[src/common/pssd_pkg.sv]
// package: constants and types for the port 2 / host soft-strap default loader
package pssd_pkg;
    // =====================================================================
    // strap defaults (value a strap takes when nothing drives it otherwise)
    // =====================================================================
    localparam logic STRAP_SPEED_DFLT    = 1'h1;
    localparam logic STRAP_DUPLEX_DFLT   = 1'h1;
    localparam logic STRAP_P2_BP_DFLT    = 1'h1;
    localparam logic STRAP_P2_PAUSE_DFLT = 1'h1;
    localparam logic STRAP_P2_MAN_DFLT   = 1'h0;
    localparam logic STRAP_H_BP_DFLT     = 1'h1;
    localparam logic STRAP_H_PAUSE_DFLT  = 1'h1;
    localparam logic STRAP_H_MAN_DFLT    = 1'h0;
    localparam logic STRAP_SQE_OFF_DFLT  = 1'h0;

    // =====================================================================
    // advertisement field positions
    // =====================================================================
    localparam int ADV_10HD_BIT  = 5;
    localparam int ADV_10FD_BIT  = 6;
    localparam int ADV_PAUSE_BIT = 10;
    localparam int ADV_W         = 16;
    localparam int MODE_W        = 3;

    // =====================================================================
    // cycle counts
    // =====================================================================
    localparam int LOAD_CYCLES = 2;  // cycles counted after reset release; straps are captured on the next clock

    typedef enum logic [1:0] {
        PSSD_CAPTURE,
        PSSD_RUN
    } pssd_state_t;
endpackage

[src/hw/pssd_strap_defaults.sv]
// design: soft-strap default loader for port 2 PHY and host MAC port
//
// Behaviour
// - speed strap sets speed-select low bit
// - speed strap shapes 10M advertisement and mode
// - duplex strap sets PHY duplex bit
// - duplex strap shapes 10M-FD advertisement and mode
// - port 2 backpressure strap sets backpressure enable
// - port 2 pause strap sets tx/rx pause
// - port 2 pause bits act only in manual
// - manual low: follow negotiation, advertise pause
// - manual high: follow pause bits, no advertise
// - host backpressure strap sets host backpressure
// - host pause strap sets host tx/rx pause
// - host manual strap selects manual versus virtual negotiation
// - heartbeat strap sets heartbeat-off bit
// - loader overrides soft straps, pins do not
`timescale 1ns/1ps
module pssd_strap_defaults
    import pssd_pkg::*;
(
    input  wire logic              clk,
    input  wire logic              nrst,
    // strap pins (asynchronous to clk)
    input  wire logic              speed_strap_input,
    input  wire logic              duplex_strap_input,
    input  wire logic              port2_backpressure_default_input,
    input  wire logic              port2_pause_default_input,
    input  wire logic              port2_manual_pause_select_input,
    input  wire logic              host_backpressure_default_input,
    input  wire logic              host_pause_default_input,
    input  wire logic              host_manual_pause_select_input,
    input  wire logic              heartbeat_off_default_input,
    // loader override, same clock
    input  wire logic              loader_valid,
    input  wire logic [8:0]        loader_straps,
    // software writes, same clock
    input  wire logic              sw_port2_pause_wr,
    input  wire logic [2:0]        sw_port2_pause_data,
    input  wire logic              sw_host_pause_wr,
    input  wire logic [2:0]        sw_host_pause_data,
    // negotiation outcomes
    input  wire logic              port2_an_tx_pause,
    input  wire logic              port2_an_rx_pause,
    input  wire logic              host_an_tx_pause,
    input  wire logic              host_an_rx_pause,
    // register defaults and state
    output logic                   defaults_ready,
    output logic                   phy_speed_sel_lsb,
    output logic                   phy_duplex,
    output logic [ADV_W-1:0]       negotiation_advertisement,
    output logic [MODE_W-1:0]      phy_special_mode,
    output logic                   port2_backpressure_enable,
    output logic                   port2_tx_pause_enable,
    output logic                   port2_rx_pause_enable,
    output logic                   port2_manual_pause_select,
    output logic                   host_backpressure_enable,
    output logic                   host_tx_pause_enable,
    output logic                   host_rx_pause_enable,
    output logic                   host_manual_pause_select,
    output logic                   heartbeat_off_bit,
    // effective flow control
    output logic                   port2_tx_pause_active,
    output logic                   port2_rx_pause_active,
    output logic                   host_tx_pause_active,
    output logic                   host_rx_pause_active
);
    // =====================================================================
    // strap synchronisers: three flops, change accepted when 2nd and 3rd agree
    // =====================================================================
    localparam logic [8:0] STRAP_RST = {STRAP_SQE_OFF_DFLT, STRAP_H_MAN_DFLT,
        STRAP_H_PAUSE_DFLT, STRAP_H_BP_DFLT, STRAP_P2_MAN_DFLT,
        STRAP_P2_PAUSE_DFLT, STRAP_P2_BP_DFLT, STRAP_DUPLEX_DFLT,
        STRAP_SPEED_DFLT};

    logic [8:0] pin_raw;
    logic [8:0] s1_q, s2_q, s3_q, filt_q, filt_d;

    assign pin_raw = {heartbeat_off_default_input, host_manual_pause_select_input,
        host_pause_default_input, host_backpressure_default_input,
        port2_manual_pause_select_input, port2_pause_default_input,
        port2_backpressure_default_input, duplex_strap_input, speed_strap_input};

    always_comb begin
        filt_d = filt_q;
        for (int i = 0; i < 9; i++) begin
            if (s2_q[i] == s3_q[i]) begin
                filt_d[i] = s3_q[i];
            end
        end
    end

    // chain has no reset so it tracks the pins while reset is held; the
    // capture edge then sees settled levels. pins must hold three clocks of reset
    always_ff @(posedge clk) begin
        s1_q <= pin_raw;
        s2_q <= s1_q;
        s3_q <= s2_q;
    end

    always_ff @(posedge clk or negedge nrst) begin
        if (!nrst) begin
            filt_q <= STRAP_RST;
        end else begin
            filt_q <= filt_d;
        end
    end

    // =====================================================================
    // capture sequencer
    // =====================================================================
    // straps settle through the synchroniser before the first copy
    pssd_state_t state_q, state_d;
    logic [1:0]  cnt_q, cnt_d;
    logic        load;
    logic [8:0]  src;

    // loader value wins over the pins; pins are only sampled here
    assign src = loader_valid ? loader_straps : filt_q;

    always_comb begin
        state_d = state_q;
        cnt_d   = cnt_q;
        load    = 1'h0;
        case (state_q)
            PSSD_CAPTURE: begin
                if (cnt_q == 2'(LOAD_CYCLES)) begin
                    load    = 1'h1;
                    state_d = PSSD_RUN;
                end else begin
                    cnt_d = cnt_q + 2'h1;
                end
            end
            PSSD_RUN: begin
                load = loader_valid;
            end
            default: state_d = PSSD_CAPTURE;
        endcase
    end

    always_ff @(posedge clk or negedge nrst) begin
        if (!nrst) begin
            state_q <= PSSD_CAPTURE;
            cnt_q   <= 2'h0;
        end else begin
            state_q <= state_d;
            cnt_q   <= cnt_d;
        end
    end

    assign defaults_ready = (state_q == PSSD_RUN);

    // =====================================================================
    // default register bits
    // =====================================================================
    logic [12:0] cfg_q, cfg_d;
    logic        spd, dpx;

    assign spd = src[0];
    assign dpx = src[1];

    always_comb begin
        cfg_d = cfg_q;
        if (load) begin
            cfg_d[0]  = spd;
            cfg_d[1]  = dpx;
            cfg_d[2]  = src[2];
            cfg_d[3]  = src[3];
            cfg_d[4]  = src[3];
            cfg_d[5]  = src[4];
            cfg_d[6]  = src[5];
            cfg_d[7]  = src[6];
            cfg_d[8]  = src[6];
            cfg_d[9]  = src[7];
            cfg_d[10] = src[8];
            cfg_d[11] = ~spd;              // 10M half ability
            cfg_d[12] = ~spd & dpx;        // 10M full ability
        end else begin
            if (sw_port2_pause_wr) begin
                cfg_d[5:3] = sw_port2_pause_data;
            end
            if (sw_host_pause_wr) begin
                cfg_d[9:7] = sw_host_pause_data;
            end
        end
    end

    always_ff @(posedge clk or negedge nrst) begin
        if (!nrst) begin
            cfg_q <= {1'h0, 1'h0, STRAP_SQE_OFF_DFLT, STRAP_H_MAN_DFLT,
                      STRAP_H_PAUSE_DFLT, STRAP_H_PAUSE_DFLT, STRAP_H_BP_DFLT,
                      STRAP_P2_MAN_DFLT, STRAP_P2_PAUSE_DFLT, STRAP_P2_PAUSE_DFLT,
                      STRAP_P2_BP_DFLT, STRAP_DUPLEX_DFLT, STRAP_SPEED_DFLT};
        end else begin
            cfg_q <= cfg_d;
        end
    end

    assign phy_speed_sel_lsb         = cfg_q[0];
    assign phy_duplex                = cfg_q[1];
    assign port2_backpressure_enable = cfg_q[2];
    assign port2_tx_pause_enable     = cfg_q[3];
    assign port2_rx_pause_enable     = cfg_q[4];
    assign port2_manual_pause_select = cfg_q[5];
    assign host_backpressure_enable  = cfg_q[6];
    assign host_tx_pause_enable      = cfg_q[7];
    assign host_rx_pause_enable      = cfg_q[8];
    assign host_manual_pause_select  = cfg_q[9];
    assign heartbeat_off_bit         = cfg_q[10];

    always_comb begin
        negotiation_advertisement                = '0;
        negotiation_advertisement[ADV_10HD_BIT]  = cfg_q[11];
        negotiation_advertisement[ADV_10FD_BIT]  = cfg_q[12];
        negotiation_advertisement[ADV_PAUSE_BIT] = ~cfg_q[5];
    end

    // mode: {speed, duplex, 1} follows forced-mode coding of the PHY
    assign phy_special_mode = {cfg_q[0], cfg_q[1], 1'h1};

    // =====================================================================
    // effective flow control selection
    // =====================================================================
    assign port2_tx_pause_active = cfg_q[5] ? cfg_q[3] : port2_an_tx_pause;
    assign port2_rx_pause_active = cfg_q[5] ? cfg_q[4] : port2_an_rx_pause;
    assign host_tx_pause_active  = cfg_q[9] ? cfg_q[7] : host_an_tx_pause;
    assign host_rx_pause_active  = cfg_q[9] ? cfg_q[8] : host_an_rx_pause;

    // =====================================================================
    // checks
    // =====================================================================
    a_speed_copy: assert property (@(posedge clk) disable iff (!nrst)
        load |=> phy_speed_sel_lsb == $past(src[0]))
        else $error("speed default not copied");
    a_duplex_copy: assert property (@(posedge clk) disable iff (!nrst)
        load |=> phy_duplex == $past(src[1]))
        else $error("duplex default not copied");
    a_adv_tenm: assert property (@(posedge clk) disable iff (!nrst)
        defaults_ready && phy_speed_sel_lsb && !$past(sw_port2_pause_wr)
        |-> negotiation_advertisement[ADV_10HD_BIT] == 1'h0)
        else $error("10M half advertised at 100M");
    a_adv_fd: assert property (@(posedge clk) disable iff (!nrst)
        load && !src[1] |=> !negotiation_advertisement[ADV_10FD_BIT])
        else $error("10M full advertised at half duplex");
    a_p2_bp: assert property (@(posedge clk) disable iff (!nrst)
        load |=> port2_backpressure_enable == $past(src[2]))
        else $error("port 2 backpressure default wrong");
    a_p2_pause: assert property (@(posedge clk) disable iff (!nrst)
        load |=> port2_tx_pause_enable == $past(src[3])
                 && port2_rx_pause_enable == $past(src[3]))
        else $error("port 2 pause default wrong");
    a_p2_select: assert property (@(posedge clk) disable iff (!nrst)
        !port2_manual_pause_select |-> port2_tx_pause_active == port2_an_tx_pause)
        else $error("port 2 pause bits used outside manual");
    a_adv_pause: assert property (@(posedge clk) disable iff (!nrst)
        negotiation_advertisement[ADV_PAUSE_BIT] != port2_manual_pause_select)
        else $error("pause advertisement mismatch");
    a_host_bp: assert property (@(posedge clk) disable iff (!nrst)
        load |=> host_backpressure_enable == $past(src[5]))
        else $error("host backpressure default wrong");
    a_host_pause: assert property (@(posedge clk) disable iff (!nrst)
        load |=> host_tx_pause_enable == $past(src[6]) && host_rx_pause_enable == $past(src[6]))
        else $error("host pause default wrong");
    a_host_sel: assert property (@(posedge clk) disable iff (!nrst)
        host_manual_pause_select |-> host_rx_pause_active == host_rx_pause_enable)
        else $error("host manual selection ignored");
    a_sqe_copy: assert property (@(posedge clk) disable iff (!nrst)
        load |=> heartbeat_off_bit == $past(src[8]))
        else $error("heartbeat default wrong");
    a_ready_time: assert property (@(posedge clk) disable iff (!nrst)
        $rose(nrst) |-> ##[1:4] defaults_ready)
        else $error("defaults not ready in time");
    a_p2_man_copy: assert property (@(posedge clk) disable iff (!nrst)
        load |=> port2_manual_pause_select == $past(src[4]))
        else $error("port 2 manual select default wrong");
    a_host_man_copy: assert property (@(posedge clk) disable iff (!nrst)
        load |=> host_manual_pause_select == $past(src[7]))
        else $error("host manual select default wrong");
    a_adv_half: assert property (@(posedge clk) disable iff (!nrst)
        load |=> negotiation_advertisement[ADV_10HD_BIT] == !$past(src[0]))
        else $error("10M half advertisement default wrong");
    a_mode_copy: assert property (@(posedge clk) disable iff (!nrst)
        load |=> phy_special_mode[2:1] == {$past(src[0]), $past(src[1])})
        else $error("special mode default wrong");

    // =====================================================================
    // checks on software writes and pause selection
    // =====================================================================
    a_p2_sw_write: assert property (@(posedge clk) disable iff (!nrst)
        !load && sw_port2_pause_wr |=> {port2_manual_pause_select, port2_rx_pause_enable,
            port2_tx_pause_enable} == $past(sw_port2_pause_data))
        else $error("port 2 pause write lost");
    a_host_sw_write: assert property (@(posedge clk) disable iff (!nrst)
        !load && sw_host_pause_wr |=> {host_manual_pause_select, host_rx_pause_enable,
            host_tx_pause_enable} == $past(sw_host_pause_data))
        else $error("host pause write lost");
    a_p2_manual_use: assert property (@(posedge clk) disable iff (!nrst)
        port2_manual_pause_select |-> port2_tx_pause_active == port2_tx_pause_enable
                                      && port2_rx_pause_active == port2_rx_pause_enable)
        else $error("port 2 manual pause bits ignored");
    a_p2_rx_auto: assert property (@(posedge clk) disable iff (!nrst)
        !port2_manual_pause_select |-> port2_rx_pause_active == port2_an_rx_pause)
        else $error("port 2 rx pause not negotiated");
    a_host_auto_use: assert property (@(posedge clk) disable iff (!nrst)
        !host_manual_pause_select |-> host_tx_pause_active == host_an_tx_pause
                                      && host_rx_pause_active == host_an_rx_pause)
        else $error("host pause not negotiated");
endmodule // pssd_strap_defaults

[config.mk]
export PLATFORM = sky130hd
export DESIGN_NAME = pssd_strap_defaults
export DESIGN_NICKNAME = d
export VERILOG_FILES = /design/src/common/pssd_pkg.sv /design/src/hw/pssd_strap_defaults.sv
export SDC_FILE = /design/constraint.sdc
export NUM_CORES = 1
export LEC_CHECK = 0
export BUFFER_PORTS_ARGS = -buffer_cell sky130_fd_sc_hd__buf_2
export CORE_UTILIZATION = 44
export CTS_CLUSTER_DIAMETER = 200
export CTS_CLUSTER_SIZE = 40
export DETAILED_ROUTE_END_ITERATION = 12
export GPL_ROUTABILITY_DRIVEN = 1
export PLACE_DENSITY = 0.78
export SYNTH_ARGS = -nofsm -noshare
export SYNTH_HDL_FRONTEND = slang
export SYNTH_SLANG_ARGS = --single-unit
[constraint.sdc]
create_clock -name clk -period 1.7 [get_ports clk]
set_input_delay 0.425 -clock clk [delete_from_list [all_inputs] [get_ports clk]]
set_output_delay 0.425 -clock clk [all_outputs]
set_load 0.03 [all_outputs]
==> impl_metrics.prom <==
# TYPE chip_impl_metric gauge
chip_impl_metric{name="die_w",unit="um"} 68.9
chip_impl_metric{name="routed_wire_length_per_instance",unit="um"} 12.3
chip_impl_metric{name="timing_max_transition_violations_final",unit=""} 0
chip_impl_metric{name="combPwrFrac",unit=""} 0.151
chip_impl_metric{name="synth_seq_area_share",unit=""} 0.600
chip_impl_metric{name="drtIter0Drc",unit=""} 54
chip_impl_metric{name="finalSetupTns",unit="ns"} 0
chip_impl_metric{name="setup_violations",unit=""} 0
chip_impl_metric{name="r2r.worst_path.cells",unit=""} 5
chip_impl_metric{name="cts.sink_count",unit=""} 52
chip_impl_info{name="hold_class",value="in2async"} 1
chip_impl_metric{name="yosysWarningCount",unit=""} 0
chip_impl_metric{name="total_switching_power",unit="mW"} 0.676
chip_impl_metric{name="clockPowerShare",unit=""} 0.333
chip_impl_metric{name="wire_length_of_the_first_global_routing_pass",unit="um"} 4810
chip_impl_metric{name="dp_hpwl",unit="um"} 2460
chip_impl_metric{name="die-area",unit="sq um"} 4750
chip_impl_metric{name="avgViaCountPerCell",unit=""} 4.78
chip_impl_info{name="worst-setup-path-type",value="reg2out"} 1
chip_impl_metric{name="postLayoutCoreUtil",unit=""} 0.574
chip_impl_metric{name="insertedDiodeCount",unit=""} 0
chip_impl_metric{name="critical_path.max_fanout",unit=""} 4
chip_impl_metric{name="portBuffers",unit=""} 53
chip_impl_metric{name="netlist.area_leader.share",unit=""} 0.274
chip_impl_metric{name="finalWeightedCongestion",unit=""} 0.762
chip_impl_metric{name="final.min_clock_period",unit="ns"} 1.65
chip_impl_metric{name="ys_ff_latch",unit=""} 52
chip_impl_info{name="cts_root_buffer_type",value="sky130_fd_sc_hd__clkbuf_8"} 1
chip_impl_info{name="synth_top_cells_by_count",value="sky130_fd_sc_hd__dfxtp_1, sky130_fd_sc_hd__buf_4, sky130_fd_sc_hd__dfstp_2, sky130_fd_sc_hd__dfrtp_1"} 1
chip_impl_metric{name="overflow",unit=""} 0
chip_impl_metric{name="power.static_leakage",unit="nW"} 1.10
chip_impl_metric{name="drive_above_1_share",unit=""} 0.452
chip_impl_metric{name="power.sequential.fraction",unit=""} 0.516
chip_impl_metric{name="worst-endpoint-required",unit="ns"} 1.27
chip_impl_metric{name="cts.htree.levels",unit=""} 2
chip_impl_metric{name="cts-root-to-sink-buffers",unit=""} 2
chip_impl_info{name="timing.rr.start",value="cnt_q[0]"} 1
chip_impl_info{name="regToRegEndpoint",value="cfg_q[9]"} 1
chip_impl_metric{name="floorplan.die.height",unit="um"} 68.9
chip_impl_info{name="synth_area_leaders",value="sky130_fd_sc_hd__dfxtp_1, sky130_fd_sc_hd__dfstp_2, sky130_fd_sc_hd__dfrtp_1, sky130_fd_sc_hd__buf_4, sky130_fd_sc_hd__mux2_2"} 1
chip_impl_metric{name="placement.setup.worst_slack",unit="ns"} 0.110
chip_impl_metric{name="syn_area",unit="sq um"} 1970
chip_impl_metric{name="synth_async_sr_flop_share",unit=""} 0.481
chip_impl_metric{name="clk_latency",unit="ns"} 0.29
chip_impl_metric{name="syn_area_per_cell",unit="sq um"} 12.5
chip_impl_metric{name="path_clk_slew",unit="ns"} 0.09
chip_impl_metric{name="timing.max_cap.violations",unit=""} 0
chip_impl_info{name="ys.flop_type",value="sky130_fd_sc_hd__dfxtp_1"} 1
chip_impl_metric{name="holdBufCountCts",unit=""} 0
chip_impl_metric{name="syn-instance-count",unit=""} 158
chip_impl_metric{name="floorplan.rows",unit=""} 23
chip_impl_metric{name="grt_max_degree",unit=""} 26
chip_impl_metric{name="max-vdd-ir-drop",unit="mV"} 0.669
chip_impl_metric{name="first_global_vias",unit=""} 1042
chip_impl_metric{name="finalCritPeriodShare",unit=""} 0.972
chip_impl_metric{name="fmax",unit="GHz"} 0.605
chip_impl_metric{name="numCtsBuffers",unit=""} 5
chip_impl_metric{name="r2r_setup_slack",unit="ns"} 0.09
chip_impl_metric{name="max_slew.worst_pin.slew",unit="ns"} 0.530
chip_impl_metric{name="synthToLayoutAreaGrowth",unit="%"} 20.6
chip_impl_metric{name="worst_clock_skew",unit="ns"} 0.00480
chip_impl_metric{name="drt_drc_violations_left",unit=""} 0
chip_impl_metric{name="number_of_nets_still_failing_antenna_checks_after_routing",unit=""} 0
chip_impl_info{name="end_kind",value="output port"} 1
chip_impl_metric{name="grtUsageTotal",unit=""} 0.142
chip_impl_metric{name="power.switching_fraction",unit=""} 0.250
chip_impl_metric{name="count_of_flip_flops_with_a_built_in_enable_after_synthesis",unit=""} 0
chip_impl_info{name="tritoncts_clock_tree",value="yes"} 1
chip_impl_metric{name="vias",unit=""} 1275
chip_impl_info{name="synth.most_common_cell",value="sky130_fd_sc_hd__dfxtp_1"} 1
chip_impl_metric{name="floorplan.initialDensity",unit=""} 0.476
chip_impl_info{name="unrepaired_setup_endpoints_after_global_routing",value="yes"} 1
chip_impl_metric{name="worst-endpoint-arrival",unit="ns"} 1.23
chip_impl_metric{name="power_per_cell_area",unit="nW/um^2"} 1140
chip_impl_metric{name="internal_pwr_total",unit="mW"} 2.03
chip_impl_info{name="synth_largest_area_cell",value="sky130_fd_sc_hd__dfxtp_1"} 1
chip_impl_metric{name="timing.slew.headroom",unit=""} 0.647
chip_impl_metric{name="nNetsFinal",unit=""} 251
chip_impl_metric{name="antenna_violations_before_repair",unit=""} 0
chip_impl_metric{name="hold_slack",unit="ns"} 0.0994
chip_impl_metric{name="finalWorstSetupSlack",unit="ns"} 0.0477
chip_impl_metric{name="drt_pass1_iterations",unit=""} 4
chip_impl_metric{name="timing.final.hold_violations",unit=""} 0
chip_impl_metric{name="synth.distinct_cells",unit=""} 31
chip_impl_metric{name="drt-total-wl",unit="um"} 3290
chip_impl_metric{name="num-fill-cells",unit=""} 355
chip_impl_metric{name="num_io_pins",unit=""} 68
chip_impl_metric{name="design.core.area",unit="sq um"} 4140
chip_impl_info{name="status",value="complete, no violations"} 1
chip_impl_info{name="timing.critical_path.from_type",value="flip-flop"} 1
sequential cells by signal, indices dropped and copies added (netlist names):
signal / count
cfg_q: 13
cnt_q: 2
filt_q: 9
s1_q: 9
s2_q: 9
s3_q: 9
state_q: 1
critical path, stage by stage, from the launching register on:
cell and delay [ns]:
sky130_fd_sc_hd__dfrtp_1 0.42, sky130_fd_sc_hd__mux2_2 0.35, sky130_fd_sc_hd__buf_4 0.17
layout by cell type (no fill, tap or decap), types with 4 or more instances in the layout:
master / n
sky130_fd_sc_hd__clkbuf_8: 5
sky130_fd_sc_hd__nand2_1: 7
sky130_fd_sc_hd__a31oi_1: 5
sky130_fd_sc_hd__dfxtp_1: 27
sky130_fd_sc_hd__or2_2: 4
sky130_fd_sc_hd__inv_1: 4
sky130_fd_sc_hd__o21ai_0: 4
sky130_fd_sc_hd__buf_2: 51
sky130_fd_sc_hd__dfrtp_1: 11
sky130_fd_sc_hd__a21oi_1: 5
sky130_fd_sc_hd__maj3_1: 9
sky130_fd_sc_hd__dfstp_2: 14
sky130_fd_sc_hd__mux2_2: 9
sky130_fd_sc_hd__nor3_1: 5
sky130_fd_sc_hd__o22ai_1: 8
sky130_fd_sc_hd__conb_1: 14
sky130_fd_sc_hd__buf_4: 8
sky130_fd_sc_hd__nor2b_1: 4
cell families (layout without fill, tap and decap cells):
| kind of cell | after synthesis | after routing | share of synthesized area |
|---|---|---|---|
| flops | 52 | 52 | 0.600 |
| fa+ha+maj | 11 | 11 | 0.0584 |
| mux | 17 | 17 | 0.102 |
| other cells | 2 | 14 | 0.00381 |
| compound gates | 27 | 27 | 0.0876 |
| xor+xnor | 1 | 1 | 0.00444 |
| simple gates | 24 | 24 | 0.0622 |
| buf+inv | 24 | 71 | 0.0812 |
cell type report:
class / count / area (sq um) / share of cell area
clock buffers: 7 / 97.6 / 0.0411
repair buffers: 59 / 315 / 0.133
flip-flops and latches: 52 / 1180 / 0.498
well taps: 50 / 62.6 / 0.0263
clock inverters: 1 / 30.0 / 0.0126
inverters: 4 / 15.0 / 0.00632
multi-input cells: 94 / 673 / 0.283
stage by stage:
step	power [mW]	instances	area (sq um)
3_3_place_gp	1.81	258	2240
5_1_grt	2.83	267	2380
3_5_place_dp	1.82	258	2240
2_1_floorplan	1.72	170	2020
6_report	2.70	267	2380
4_1_cts	2.73	266	2360
worst max-delay path by stage:
stage | start | to
floorplan | state_q[0] | cfg_q[9]
CTS | cfg_q[9] | host_tx_pause_active
global placement | loader_valid | cfg_q[9]
global route | cfg_q[5] | port2_rx_pause_active
finish | cfg_q[5] | port2_tx_pause_active
detailed placement | loader_valid | cfg_q[12]
power groups by stage:
| stage | Clock [mW] | Combinational, mW | Sequential [mW] |
|---|---|---|---|
| finish | 0.901 | 0.407 | 1.39 |
| global route | 0.988 | 0.439 | 1.41 |
| CTS | 0.936 | 0.401 | 1.40 |
| detailed placement | 0 | 0.401 | 1.42 |
| global placement | 0 | 0.392 | 1.42 |
| floorplan | 0 | 0.245 | 1.48 |
metal layers:
layer	wire length (um)	global-route usage	share of wire
met3	171	0.0329	0.052
met1	1420	0.175	0.43
met4	49	0.0918	0.015
met5	0	0	0
met2	1640	0.221	0.50
repair_timing:
item	CTS	global route
gates resized for setup	0	4
buffers inserted	0	1
setup endpoints to repair	0	4
hold endpoints to repair	0	0
Power figures use the tool's default switching activity.
